===== config.mk =====
export PLATFORM = sky130hd
export DESIGN_NAME = rhspi_port
export DESIGN_NICKNAME = d
export VERILOG_FILES = /design/src/design/rhspi_pkg.sv /design/src/design/rhspi_port.sv
export SDC_FILE = /design/constraint.sdc
export NUM_CORES = 1
export LEC_CHECK = 0
export BUFFER_PORTS_ARGS = -buffer_cell sky130_fd_sc_hd__buf_2
export CORE_MARGIN = 3
export CORE_UTILIZATION = 64
export CTS_BUF_LIST = sky130_fd_sc_hd__clkbuf_4 sky130_fd_sc_hd__clkbuf_8
export DETAILED_ROUTE_END_ITERATION = 10
export GPL_ROUTABILITY_DRIVEN = 0
export MAX_ROUTING_LAYER = met4
export PLACE_DENSITY_LB_ADDON = 0.15
export SLEW_MARGIN = 0
export SYNTH_ARGS = -nofsm -noshare
export SYNTH_HDL_FRONTEND = slang
export SYNTH_SLANG_ARGS = --single-unit
export TNS_END_PERCENT = 20

===== constraint.sdc =====
create_clock -name CLK_I -period 4.2 [get_ports CLK_I]
set_clock_uncertainty 0.15 [all_clocks]
set_input_delay 0.84 -clock CLK_I [delete_from_list [all_inputs] [get_ports CLK_I]]
set_output_delay 0.84 -clock CLK_I [all_outputs]
set_load 0.05 [all_outputs]

===== src/design/rhspi_pkg.sv =====
// package for the radio host serial command port
// assumes a 100 MHz system clock sampling a host serial clock of at most 10 MHz
package rhspi_pkg;

  // timing
  localparam int CLK_PERIOD_NS = 10;
  localparam int SCLK_MAX_NS = 100;
  localparam int CTS_TYP_NS = 20000;
  localparam int CTS_TYP_CYC = CTS_TYP_NS / CLK_PERIOD_NS;
  localparam int WAIT_W = 12;

  // command codes
  localparam logic [7:0] CMD_QUICK_A = 8'h50;
  localparam logic [7:0] CMD_QUICK_B = 8'h51;
  localparam logic [7:0] CMD_QUICK_C = 8'h53;
  localparam logic [7:0] CMD_QUICK_D = 8'h57;
  localparam logic [7:0] CMD_READ_RESP = 8'h44;
  localparam logic [7:0] CMD_READ_RXBUF = 8'h77;

  // clear-to-send answers
  localparam logic [7:0] CTS_READY = 8'hff;
  localparam logic [7:0] CTS_BUSY = 8'h00;

  // receive buffer
  localparam int RXBUF_DEPTH = 64;
  localparam int RXBUF_AW = 6;
  localparam logic [7:0] EMPTY_BYTE = 8'h00;

  // reset values
  localparam logic [7:0] BYTE_RST = 8'h00;
  localparam logic [2:0] BIT_RST = 3'h0;
  localparam logic [1:0] QIDX_RST = 2'h0;

  typedef enum logic [2:0] {
    MODE_CMD = 3'b000,
    MODE_PARAM = 3'b001,
    MODE_QUICK = 3'b010,
    MODE_CTS = 3'b011,
    MODE_RXBUF = 3'b100
  } rhspi_mode_t;

  // four quick status values, a first
  typedef struct packed {
    logic [7:0] a;
    logic [7:0] b;
    logic [7:0] c;
    logic [7:0] d;
  } rhspi_quick_t;

endpackage : rhspi_pkg


===== src/design/rhspi_port.sv =====
// serial command port of the radio, device side
// assumes host drives SCLK/SDI/select asynchronously; internal controller on CLK_I
// Overview of operation
// - four wires: host clock, host data in, device data out, low select
// - first byte after select falls is command, then variable parameter bytes
// - input bits sampled on rising serial clock edges, host centres them
// - the response read command answers FFh clear-to-send only once response is ready
// - ready normally shows about 20 us after the command
// - output bits change on falling edges, host captures on next rise
// - received data offered on a general pin and a 64-byte readable buffer
// - four quick values read without poll, circular every eight clocks after the first 8
// - quick values refreshed only while select is high, never mid-transaction
`timescale 1ns/1ps
`default_nettype none
module rhspi_port
  import rhspi_pkg::*;
(
  input wire logic CLK_I,
  input wire logic RST_I,
  input wire logic SCLK_I,
  input wire logic SDI_I,
  input wire logic CHIP_SELECT_N_I,
  output logic SDO_O,
  output logic SDO_OE_O,
  output logic CMD_VALID_O,
  output logic [7:0] CMD_O,
  output logic PARAM_VALID_O,
  output logic [7:0] PARAM_O,
  input wire logic CTRL_READY_I,
  input wire logic [7:0] RESP_I,
  output logic RESP_NEXT_O,
  output logic CTS_LATE_O,
  input wire rhspi_quick_t QUICK_STATUS_VALUE_I,
  input wire logic [7:0] RX_DATA_I,
  input wire logic RX_VALID_I,
  output logic RX_READY_O,
  input wire logic RX_BIT_I,
  output logic GPIO_RX_O
);
  function automatic logic is_quick(input logic [7:0] code);
    return code inside {CMD_QUICK_A, CMD_QUICK_B, CMD_QUICK_C, CMD_QUICK_D};
  endfunction : is_quick
  function automatic logic [1:0] quick_idx(input logic [7:0] code);
    logic [1:0] idx;
    idx = 2'h0;
    if (code == CMD_QUICK_B) idx = 2'h1;
    if (code == CMD_QUICK_C) idx = 2'h2;
    if (code == CMD_QUICK_D) idx = 2'h3;
    return idx;
  endfunction : quick_idx
  function automatic logic [7:0] quick_pick(input rhspi_quick_t q, input logic [1:0] idx);
    logic [7:0] v;
    case (idx)
      2'h0: v = q.a;
      2'h1: v = q.b;
      2'h2: v = q.c;
      default: v = q.d;
    endcase
    return v;
  endfunction : quick_pick
  logic sclk_s1, sclk_s2, sclk_s3, sdi_s1, sdi_s2, cs_s1, cs_s2;
  logic sclk_rise, sclk_fall;
  assign sclk_rise = sclk_s2 & ~sclk_s3;
  assign sclk_fall = ~sclk_s2 & sclk_s3;
  rhspi_mode_t mode_reg, mode_next;
  logic [2:0] bit_cnt_reg, bit_cnt_next;
  logic [7:0] rx_shift_reg, rx_shift_next, tx_reg, tx_next;
  logic sdo_reg, sdo_next, oe_reg, oe_next, cts_ok_reg, cts_ok_next;
  logic [1:0] qidx_reg, qidx_next;
  rhspi_quick_t snap_reg, snap_next;
  logic cmd_v_reg, cmd_v_next, par_v_reg, par_v_next, resp_nx_reg, resp_nx_next;
  logic [7:0] cmd_reg, cmd_next, par_reg, par_next;
  logic waiting_reg, waiting_next, late_reg, late_next;
  logic [WAIT_W-1:0] wait_reg, wait_next;
  logic gpio_reg, gpio_next;
  logic [7:0] rx_mem [RXBUF_DEPTH];
  logic [RXBUF_AW-1:0] wr_ptr_reg, wr_ptr_next, rd_ptr_reg, rd_ptr_next;
  logic [RXBUF_AW:0] fill_reg, fill_next;
  logic push, pop, full, empty;
  logic [7:0] shifted, rx_head;
  assign full = (fill_reg == (RXBUF_AW+1)'(RXBUF_DEPTH));
  assign empty = (fill_reg == '0);
  assign push = RX_VALID_I & ~full;
  assign rx_head = empty ? EMPTY_BYTE : rx_mem[rd_ptr_reg];
  assign shifted = {rx_shift_reg[6:0], sdi_s2};
  always_comb
  begin
    mode_next = mode_reg;
    bit_cnt_next = bit_cnt_reg;
    rx_shift_next = rx_shift_reg;
    tx_next = tx_reg;
    sdo_next = sdo_reg;
    oe_next = ~cs_s2;
    cts_ok_next = cts_ok_reg;
    qidx_next = qidx_reg;
    snap_next = snap_reg;
    cmd_v_next = 1'b0;
    cmd_next = cmd_reg;
    par_v_next = 1'b0;
    par_next = par_reg;
    resp_nx_next = 1'b0;
    pop = 1'b0;
    waiting_next = waiting_reg & ~CTRL_READY_I;
    wait_next = wait_reg;
    late_next = late_reg;
    gpio_next = RX_BIT_I;
    if (waiting_reg && !CTRL_READY_I)
    begin
      if (wait_reg == WAIT_W'(CTS_TYP_CYC - 1))
      begin
        late_next = 1'b1;
        waiting_next = 1'b0;
      end
      wait_next = wait_reg + WAIT_W'(1);
    end
    if (cs_s2)
    begin
      mode_next = MODE_CMD;
      bit_cnt_next = BIT_RST;
      tx_next = BYTE_RST;
      cts_ok_next = 1'b0;
      snap_next = QUICK_STATUS_VALUE_I;
    end
    else if (sclk_fall)
    begin
      sdo_next = tx_reg[7];
      tx_next = {tx_reg[6:0], 1'b0};
    end
    else if (sclk_rise)
    begin
      rx_shift_next = shifted;
      bit_cnt_next = bit_cnt_reg + 3'h1;
      if (bit_cnt_reg == 3'h7)
      begin
        case (mode_reg)
          MODE_CMD:
          begin
            cmd_v_next = 1'b1;
            cmd_next = shifted;
            waiting_next = 1'b1;
            wait_next = '0;
            late_next = 1'b0;
            if (is_quick(shifted))
            begin
              mode_next = MODE_QUICK;
              tx_next = quick_pick(snap_reg, quick_idx(shifted));
              qidx_next = quick_idx(shifted) + 2'h1;
            end
            else if (shifted == CMD_READ_RESP)
            begin
              mode_next = MODE_CTS;
              tx_next = CTRL_READY_I ? CTS_READY : CTS_BUSY;
              cts_ok_next = CTRL_READY_I;
            end
            else if (shifted == CMD_READ_RXBUF)
            begin
              mode_next = MODE_RXBUF;
              tx_next = rx_head;
              pop = ~empty;
            end
            else
              mode_next = MODE_PARAM;
          end
          MODE_QUICK:
          begin
            tx_next = quick_pick(snap_reg, qidx_reg);
            qidx_next = qidx_reg + 2'h1;
          end
          MODE_CTS:
          begin
            tx_next = cts_ok_reg ? RESP_I : BYTE_RST;
            resp_nx_next = cts_ok_reg;
          end
          MODE_RXBUF:
          begin
            tx_next = rx_head;
            pop = ~empty;
          end
          MODE_PARAM:
          begin
            par_v_next = 1'b1;
            par_next = shifted;
          end
          default: mode_next = MODE_CMD;
        endcase
      end
    end
    wr_ptr_next = push ? wr_ptr_reg + RXBUF_AW'(1) : wr_ptr_reg;
    rd_ptr_next = pop ? rd_ptr_reg + RXBUF_AW'(1) : rd_ptr_reg;
    fill_next = fill_reg + (RXBUF_AW+1)'(push) - (RXBUF_AW+1)'(pop);
  end
  always_ff @(posedge CLK_I)
  begin
    if (push)
      rx_mem[wr_ptr_reg] <= RX_DATA_I;
    if (RST_I)
    begin
      sclk_s1 <= 1'b0;
      sclk_s2 <= 1'b0;
      sclk_s3 <= 1'b0;
      sdi_s1 <= 1'b0;
      sdi_s2 <= 1'b0;
      cs_s1 <= 1'b1;
      cs_s2 <= 1'b1;
      mode_reg <= MODE_CMD;
      bit_cnt_reg <= BIT_RST;
      rx_shift_reg <= BYTE_RST;
      tx_reg <= BYTE_RST;
      sdo_reg <= 1'b0;
      oe_reg <= 1'b0;
      cts_ok_reg <= 1'b0;
      qidx_reg <= QIDX_RST;
      snap_reg <= '0;
      cmd_v_reg <= 1'b0;
      cmd_reg <= BYTE_RST;
      par_v_reg <= 1'b0;
      par_reg <= BYTE_RST;
      resp_nx_reg <= 1'b0;
      waiting_reg <= 1'b0;
      wait_reg <= '0;
      late_reg <= 1'b0;
      gpio_reg <= 1'b0;
      wr_ptr_reg <= '0;
      rd_ptr_reg <= '0;
      fill_reg <= '0;
    end
    else
    begin
      sclk_s1 <= SCLK_I;
      sclk_s2 <= sclk_s1;
      sclk_s3 <= sclk_s2;
      sdi_s1 <= SDI_I;
      sdi_s2 <= sdi_s1;
      cs_s1 <= CHIP_SELECT_N_I;
      cs_s2 <= cs_s1;
      mode_reg <= mode_next;
      bit_cnt_reg <= bit_cnt_next;
      rx_shift_reg <= rx_shift_next;
      tx_reg <= tx_next;
      sdo_reg <= sdo_next;
      oe_reg <= oe_next;
      cts_ok_reg <= cts_ok_next;
      qidx_reg <= qidx_next;
      snap_reg <= snap_next;
      cmd_v_reg <= cmd_v_next;
      cmd_reg <= cmd_next;
      par_v_reg <= par_v_next;
      par_reg <= par_next;
      resp_nx_reg <= resp_nx_next;
      waiting_reg <= waiting_next;
      wait_reg <= wait_next;
      late_reg <= late_next;
      gpio_reg <= gpio_next;
      wr_ptr_reg <= wr_ptr_next;
      rd_ptr_reg <= rd_ptr_next;
      fill_reg <= fill_next;
    end
  end
  assign SDO_O = sdo_reg;
  assign SDO_OE_O = oe_reg;
  assign CMD_VALID_O = cmd_v_reg;
  assign CMD_O = cmd_reg;
  assign PARAM_VALID_O = par_v_reg;
  assign PARAM_O = par_reg;
  assign RESP_NEXT_O = resp_nx_reg;
  assign CTS_LATE_O = late_reg;
  assign RX_READY_O = ~full;
  assign GPIO_RX_O = gpio_reg;
  sdo_float_a: assert property (@(posedge CLK_I) disable iff (RST_I)
    cs_s2 |=> !SDO_OE_O) else $error("data output driven while deselected");
  cmd_first_a: assert property (@(posedge CLK_I) disable iff (RST_I)
    CMD_VALID_O |-> $past(mode_reg) == MODE_CMD && $past(bit_cnt_reg) == 3'h7)
    else $error("command strobe not on first byte");
  rise_sample_a: assert property (@(posedge CLK_I) disable iff (RST_I)
    $changed(rx_shift_reg) |-> $past(sclk_rise)) else $error("input shifted off a rise");
  fall_change_a: assert property (@(posedge CLK_I) disable iff (RST_I)
    $changed(SDO_O) |-> $past(sclk_fall)) else $error("output changed off a fall");
  cts_value_a: assert property (@(posedge CLK_I) disable iff (RST_I)
    (sclk_rise && !cs_s2 && bit_cnt_reg == 3'h7 && mode_reg == MODE_CMD &&
     shifted == CMD_READ_RESP) |=> tx_reg == ($past(CTRL_READY_I) ? CTS_READY : CTS_BUSY))
    else $error("clear-to-send value wrong");
  quick_order_a: assert property (@(posedge CLK_I) disable iff (RST_I)
    (sclk_rise && !cs_s2 && bit_cnt_reg == 3'h7 && mode_reg == MODE_QUICK) |=>
    tx_reg == quick_pick(snap_reg, $past(qidx_reg)) && qidx_reg == $past(qidx_reg) + 2'h1)
    else $error("quick value order wrong");
  snap_hold_a: assert property (@(posedge CLK_I) disable iff (RST_I)
    (!cs_s2 && $past(!cs_s2)) |-> $stable(snap_reg)) else $error("quick values moved mid-frame");
  cts_late_a: assert property (@(posedge CLK_I) disable iff (RST_I)
    $rose(CTS_LATE_O) |-> $past(wait_reg) == WAIT_W'(CTS_TYP_CYC - 1))
    else $error("late flag at wrong count");
endmodule : rhspi_port
`default_nettype wire


Word-level counts from Yosys, hierarchy flattened
Memories as Yosys holds them, arrays and structs flattened. A register that Yosys moved wholly into a read port is not among the register bits. Index checks and enable logic that the tools add are counted.

Flip-flop bits (word level): 118. Logic and storage cells: 165. Input port bits: 56. Memories: 1. Memory bits (writable): 512. Output and inout port bits: 24.

Add/subtract/negate cells: 8. Reductions and logical operators: 27. Bitwise gates (word level): 16. Mux-type cells: 61. Eq/ne operators: 20.

Memories: rx_mem (words 64, bits a word 8, read ports 1, clocked after memory_dff 1, wr ports 1, line rhspi_port.sv:76) `logic [7:0] rx_mem [RXBUF_DEPTH];`.

Operators by type and width (count): 12-bit 2-to-1 mux (6); 8-bit 2-to-1 mux (9); 8-bit by 7-bit equality test with 1-bit output, second input constant (6); 8-bit one-hot mux with 3 select lines (2); 8-bit one-hot mux with 4 select lines (1); 1-bit 2-to-1 mux (26); 2-bit 2-to-1 mux (9); 12-bit by 1-bit adder with 12-bit output, second input constant (1); 6-bit by 1-bit adder with 6-bit output, second input constant (2); 12-bit by 11-bit equality test with 1-bit output, second input constant (1); 6-bit 2-to-1 mux (2); 1-bit inverter (12); 4-bit AND reduction (3); 6-bit AND reduction (2); 5-bit AND reduction (2); 3-bit 2-to-1 mux (3); 4-bit nonzero test (2); 7-bit by 1-bit adder with 7-bit output (1); 7-bit equality test, second input constant (1); 7-bit logical NOT (1); 7-bit by 1-bit subtractor with 7-bit output (1); 3-bit by 2-bit equality test with 1-bit output, second input constant (2); 3-bit equality test, second input constant (2); 3-bit one-hot mux with 2 select lines (1); other kinds (24) (34).

Depth between registers and ports, before layout
Word-level depth: 17. Depth in mapped cells: 17. Mapped depth without buffers: 16.

Least setup slack after synthesis
Ideal clock, no wire load.

Path type: register -> register. Start point: register fill_reg[2]. End point: register fill_reg[6]. Stages on the path, launching flop included: 18. Buffers on the path: 1. Data arrival time: 3.177 ns. Data required time: 3.922 ns. Period minus slack after synthesis: 3.455 ns. Setup slack: 0.745 ns. Setup time: 0.128 ns. Cell sequence: dfxtp_1 -> inv_1 -> ha_1 -> nand4_1 -> and2_1 -> clkbuf_1 -> inv_1 -> ha_1 -> inv_1 -> ha_1 -> fa_1 -> a21oi_1 -> o21bai_1 -> a21oi_1 -> nor2_1 -> nor2_1 -> xnor2_1 -> nor2_1.

Elaborated cells on any way between the ends: 15. Those cells by class: 2 x add/sub; 1 x eq/ne; 8 x mux; 3 x bitwise; 1 x reduce/logical.

RTL lines: from (decl) (line rhspi_port.sv:78) `logic [RXBUF_AW:0] fill_reg, fill_next;`; from (signal assigned) (line rhspi_port.sv:256) `fill_reg <= fill_next;`; 7-bit equality test (line rhspi_port.sv:81) `assign full = (fill_reg == (RXBUF_AW+1)'(RXBUF_DEPTH));`; 1-bit inverter; net RX_READY_O (line rhspi_port.sv:36) `output logic RX_READY_O,`; 1-bit bitwise AND (line rhspi_port.sv:83) `assign push = RX_VALID_I & ~full;`; 7-bit by 1-bit adder with 7-bit output (line rhspi_port.sv:190) `fill_next = fill_reg + (RXBUF_AW+1)'(push) - (RXBUF_AW+1)'(pop);`; 7-bit by 1-bit subtractor with 7-bit output (line rhspi_port.sv:190).

The timed path passes the listed nets, and every way through them passes these cells. A chain may end at the register's enable or synchronous reset.

Worst setup path in the final report
Start point: register rx_shift_reg[3]. End point: register fill_reg[6].

Word-level cells in the longest chain between the ends: 10. Elaborated cells on any way between the ends: 16. Those cells by class: 1 x add/sub; 6 x eq/ne; 8 x mux; 1 x reduce/logical.

Ends and longest elaborated chain: from (decl) (line rhspi_port.sv:67) `logic [7:0] rx_shift_reg, rx_shift_next, tx_reg, tx_next;`; from (signal assigned) (line rhspi_port.sv:238) `rx_shift_reg <= rx_shift_next;`; 8-bit by 7-bit equality test with 1-bit output (line rhspi_port.sv:155) `else if (shifted == CMD_READ_RXBUF)`; 1-bit 2-to-1 mux (line rhspi_port.sv:155); 1-bit 2-to-1 mux (line rhspi_port.sv:149) `else if (shifted == CMD_READ_RESP)`; 1-bit 2-to-1 mux * (line rhspi_port.sv:143) `if (is_quick(shifted))`; 1-bit one-hot mux with 2 select lines * (line rhspi_port.sv:135) `case (mode_reg)`; 1-bit 2-to-1 mux * (line rhspi_port.sv:133) `if (bit_cnt_reg == 3'h7)`; 1-bit 2-to-1 mux * (line rhspi_port.sv:129) `else if (sclk_rise)`; 1-bit 2-to-1 mux * (line rhspi_port.sv:124) `else if (sclk_fall)`; 1-bit 2-to-1 mux * (line rhspi_port.sv:116) `if (cs_s2)`; 7-bit by 1-bit subtractor with 7-bit output * (line rhspi_port.sv:190).

Every way passes the cells marked *; elsewhere a longest branch is shown, timed or not.

==> out/metrics.csv <==
stage,metric,value,unit
critical_path,crit_type,reg2reg,
job,drv_cap,0,
timing,tightest_slew,1.22,ns
die,die_y,208,um
synthesis,syn-num-nets,1729,
clock_network,cts-buffers-inserted,100,
clock_network,clk_pin_slew,0.07,ns
grt,overflow,0,
critical_path,path_cells,nand4_1 > nor4_2 > nor2_1 > nor4_4 > ha_1 > inv_1 > ha_1 > fa_1 > a21oi_1 > o21bai_1 > a21oi_1 > nor2_1 > nor2_1 > xnor2_1 > nor2_1,
die,die_area,43200,um^2
timing,max_freq,0.261,GHz
power,power,12.9,mW
timing,setup_tns,0,ns
synthesis,ys_seq_area_share,68.5,%
clock_network,clock_path_buffers,3,
critical_path,crit_buf_inv,1,
worst_hold_path,hp-class,in2reg,
grt,grt_max_degree,87,
timing,period_minus_slack,3.83,ns
power,power.density,440,nW/um^2
clock_network,hold_buffers,0,
detailed_routing,drc,0,
place,dp_slack,0.384,ns
critical_path,cp_top_family,simple AND/OR/NAND/NOR gates,
grt,grt.met1_usage,38.6,%
synthesis,synthCells,1656,
power,p_leak,9.86,nW
detailed_routing,wl_per_cell,25.5,um
cells_and_area,largest_reg_flops,512,
synthesis,synth_top_area_cell,edfxtp_1,
critical_path,worstPathArrival,4.23,ns
synthesis,yosys.cell_types.count,76,
critical_path,crit_cells,15,
grt,busiest_layer,met2,
synthesis,synth_edf_count,512,
detailed_routing,via_per_inst,6.42,
timing,relSlewSlack,18.9,%
critical_path,reg2reg_from,rx_shift_reg[3]$_SDFFE_PP0P_,
die,core-area,40000,um^2
timing,setup_ws,0.369,ns
synthesis,avgSynthCellArea,15.8,um^2
critical_path,crit_fanout,14,
critical_path,worstSetupEndpointType,flop,
detailed_routing,routed_wl,61.7,mm
clock_network,cts_tree,yes,
grt,grt_first_pass_wirelength,94.4,mm
detailed_routing,drt_pass1_iterations,9,
clock_network,clockRootBuffer,clkbuf_8,
clock_network,cts_htree_levels,3,
timing,maxSlewViolCount,0,
die,die_x,208,um
cells_and_area,diodes,0,
critical_path,crit_path_max_incr_delay,0.58,ns
cells_and_area,fin_util,73.1,%
power,peakVddDrop,0.383,mV
critical_path,start_kind,flop,
detailed_routing,vias,15500,
cells_and_area,fin_nets,1888,
place,place_hpwl,40.3,mm
synthesis,synth_ff_type,edfxtp_1,
clock_network,cts_resized,0,
cells_and_area,area_growth,12.1,%
timing,setup-violations-final,0,
critical_path,required,4.59,ns
detailed_routing,drt_iter0_markers,1747,
critical_path,r2r_setup_slack,0.37,ns
die,initial_core_util,65.2,%
clock_network,clkSinkCount,636,
status,status,finished clean,
synthesis,ys_top_cells_by_count,"edfxtp_1, nor2_1, dfxtp_1",
critical_path,reg2reg_to,fill_reg[6]$_SDFF_PP0_,
clock_network,postCtsSetupBuffers,0,
critical_path,worstRegToRegCells,15,
grt,gr-usage-met2,47.1,%
die,rows,73,
grt,track_usage,29.7,%
clock_network,clk_latency,0.72,ns
die,ioPinCount,80,
timing,post-route-period-util,91.2,%
cells_and_area,drive_gt1_share,24.2,%
synthesis,ys_warn_count,0,
timing,finalHoldViolations,0,
critical_path,cp-startpoint,rx_shift_reg[3]$_SDFFE_PP0P_,
synthesis,synth_top_area_share,58.9,%
critical_path,critPathMostFrequentCell,nor2_1,
synthesis,ys_top_cells_by_area,"edfxtp_1, mux4_2, dfxtp_1",
grt,grt_pass1_vias,15400,
synthesis,synth_most_common_cell,edfxtp_1,
synthesis,syn_area,26100,um^2
timing,rsz0062_at_grt,no,
synthesis,ys_seq_elements,636,
detailed_routing,final_antenna_net_count,0,
grt,use_met3,6.56,%
grt,antenna_found_initial,0,
place,port_buffers,79,
critical_path,cp_slowest_cell,dfxtp_1,
critical_path,endpoint,fill_reg[6]$_SDFF_PP0_,
synthesis,async_flop_share,0,%
[metal layers]
| layer | share of wire (%) | up-vias |
|---|---|---|
| li1 | - | 6778 |
| met1 | 38 | 7692 |
| met2 | 49 | 870 |
| met3 | 8.8 | 172 |
| met4 | 3.8 | 0 |
| met5 | 0 | - |
[worst min path at each step]
stage | endpoint | startpoint | slack, ns | depth (start not counted)
finish | cs_s1$_SDFF_PP1_ | CHIP_SELECT_N_I | 0.20 | 2
floorplan | cs_s2$_SDFF_PP1_ | cs_s1$_SDFF_PP1_ | 0.24 | 1
detailed placement | cs_s2$_SDFF_PP1_ | cs_s1$_SDFF_PP1_ | 0.26 | 1
global route | cs_s1$_SDFF_PP1_ | CHIP_SELECT_N_I | 0.17 | 2
CTS | cs_s1$_SDFF_PP1_ | CHIP_SELECT_N_I | 0.16 | 2
global placement | cs_s2$_SDFF_PP1_ | cs_s1$_SDFF_PP1_ | 0.26 | 1
[cell usage in the layout (no fill, tap or decap), drive strengths merged, types with 22 or more instances in the layout]
cell	instances
clkbuf	137
nor2	198
nand3	25
a22oi	28
o22ai	22
buf	148
edfxtp	512
dfxtp	124
o21ai	25
nor2b	24
a21oi	51
mux4	113
nand2	77
clkinv	29
inv	22
mux2i	115
[kinds of logic after synthesis]
group / Yosys count / share of synthesized area (%)
AO/OA/AOI/OAI: 198 / 5.18
XOR/XNOR: 27 / 0.906
adder cells (fa/ha/maj): 17 / 0.844
buffers and inverters: 110 / 2.10
flip-flops: 636 / 68.5
multiplexers: 239 / 14.6
AND/OR/NAND/NOR: 429 / 7.88
[where the power goes]
part	internal, mW	total [mW]	switching (mW)
clock	2.86	5.26	2.41
sequential	6.89	6.94	0.0548
combinational	0.241	0.659	0.418
[layout make-up]
cell class	instances	area, um^2
Clock inverter	42	332
Tap cell	525	657
Timing Repair Buffer	148	951
Sequential cell	636	17900
Inverter	19	71.3
Multi-Input combinational cell	910	7690
Clock buffer	137	1690
Fill cell	2450	10800
[stage by stage]
step / hold slack [ns] / cell area, um^2 / cells
after CTS: 0.159 / 29300 / 2417
after global placement: 0.261 / 27200 / 2238
final: 0.200 / 29300 / 2417
after floorplan: 0.239 / 26100 / 1656
after detailed placement: 0.256 / 27200 / 2238
after global routing: 0.173 / 29300 / 2417
Note: power is estimated with default switching activity, not from simulation.
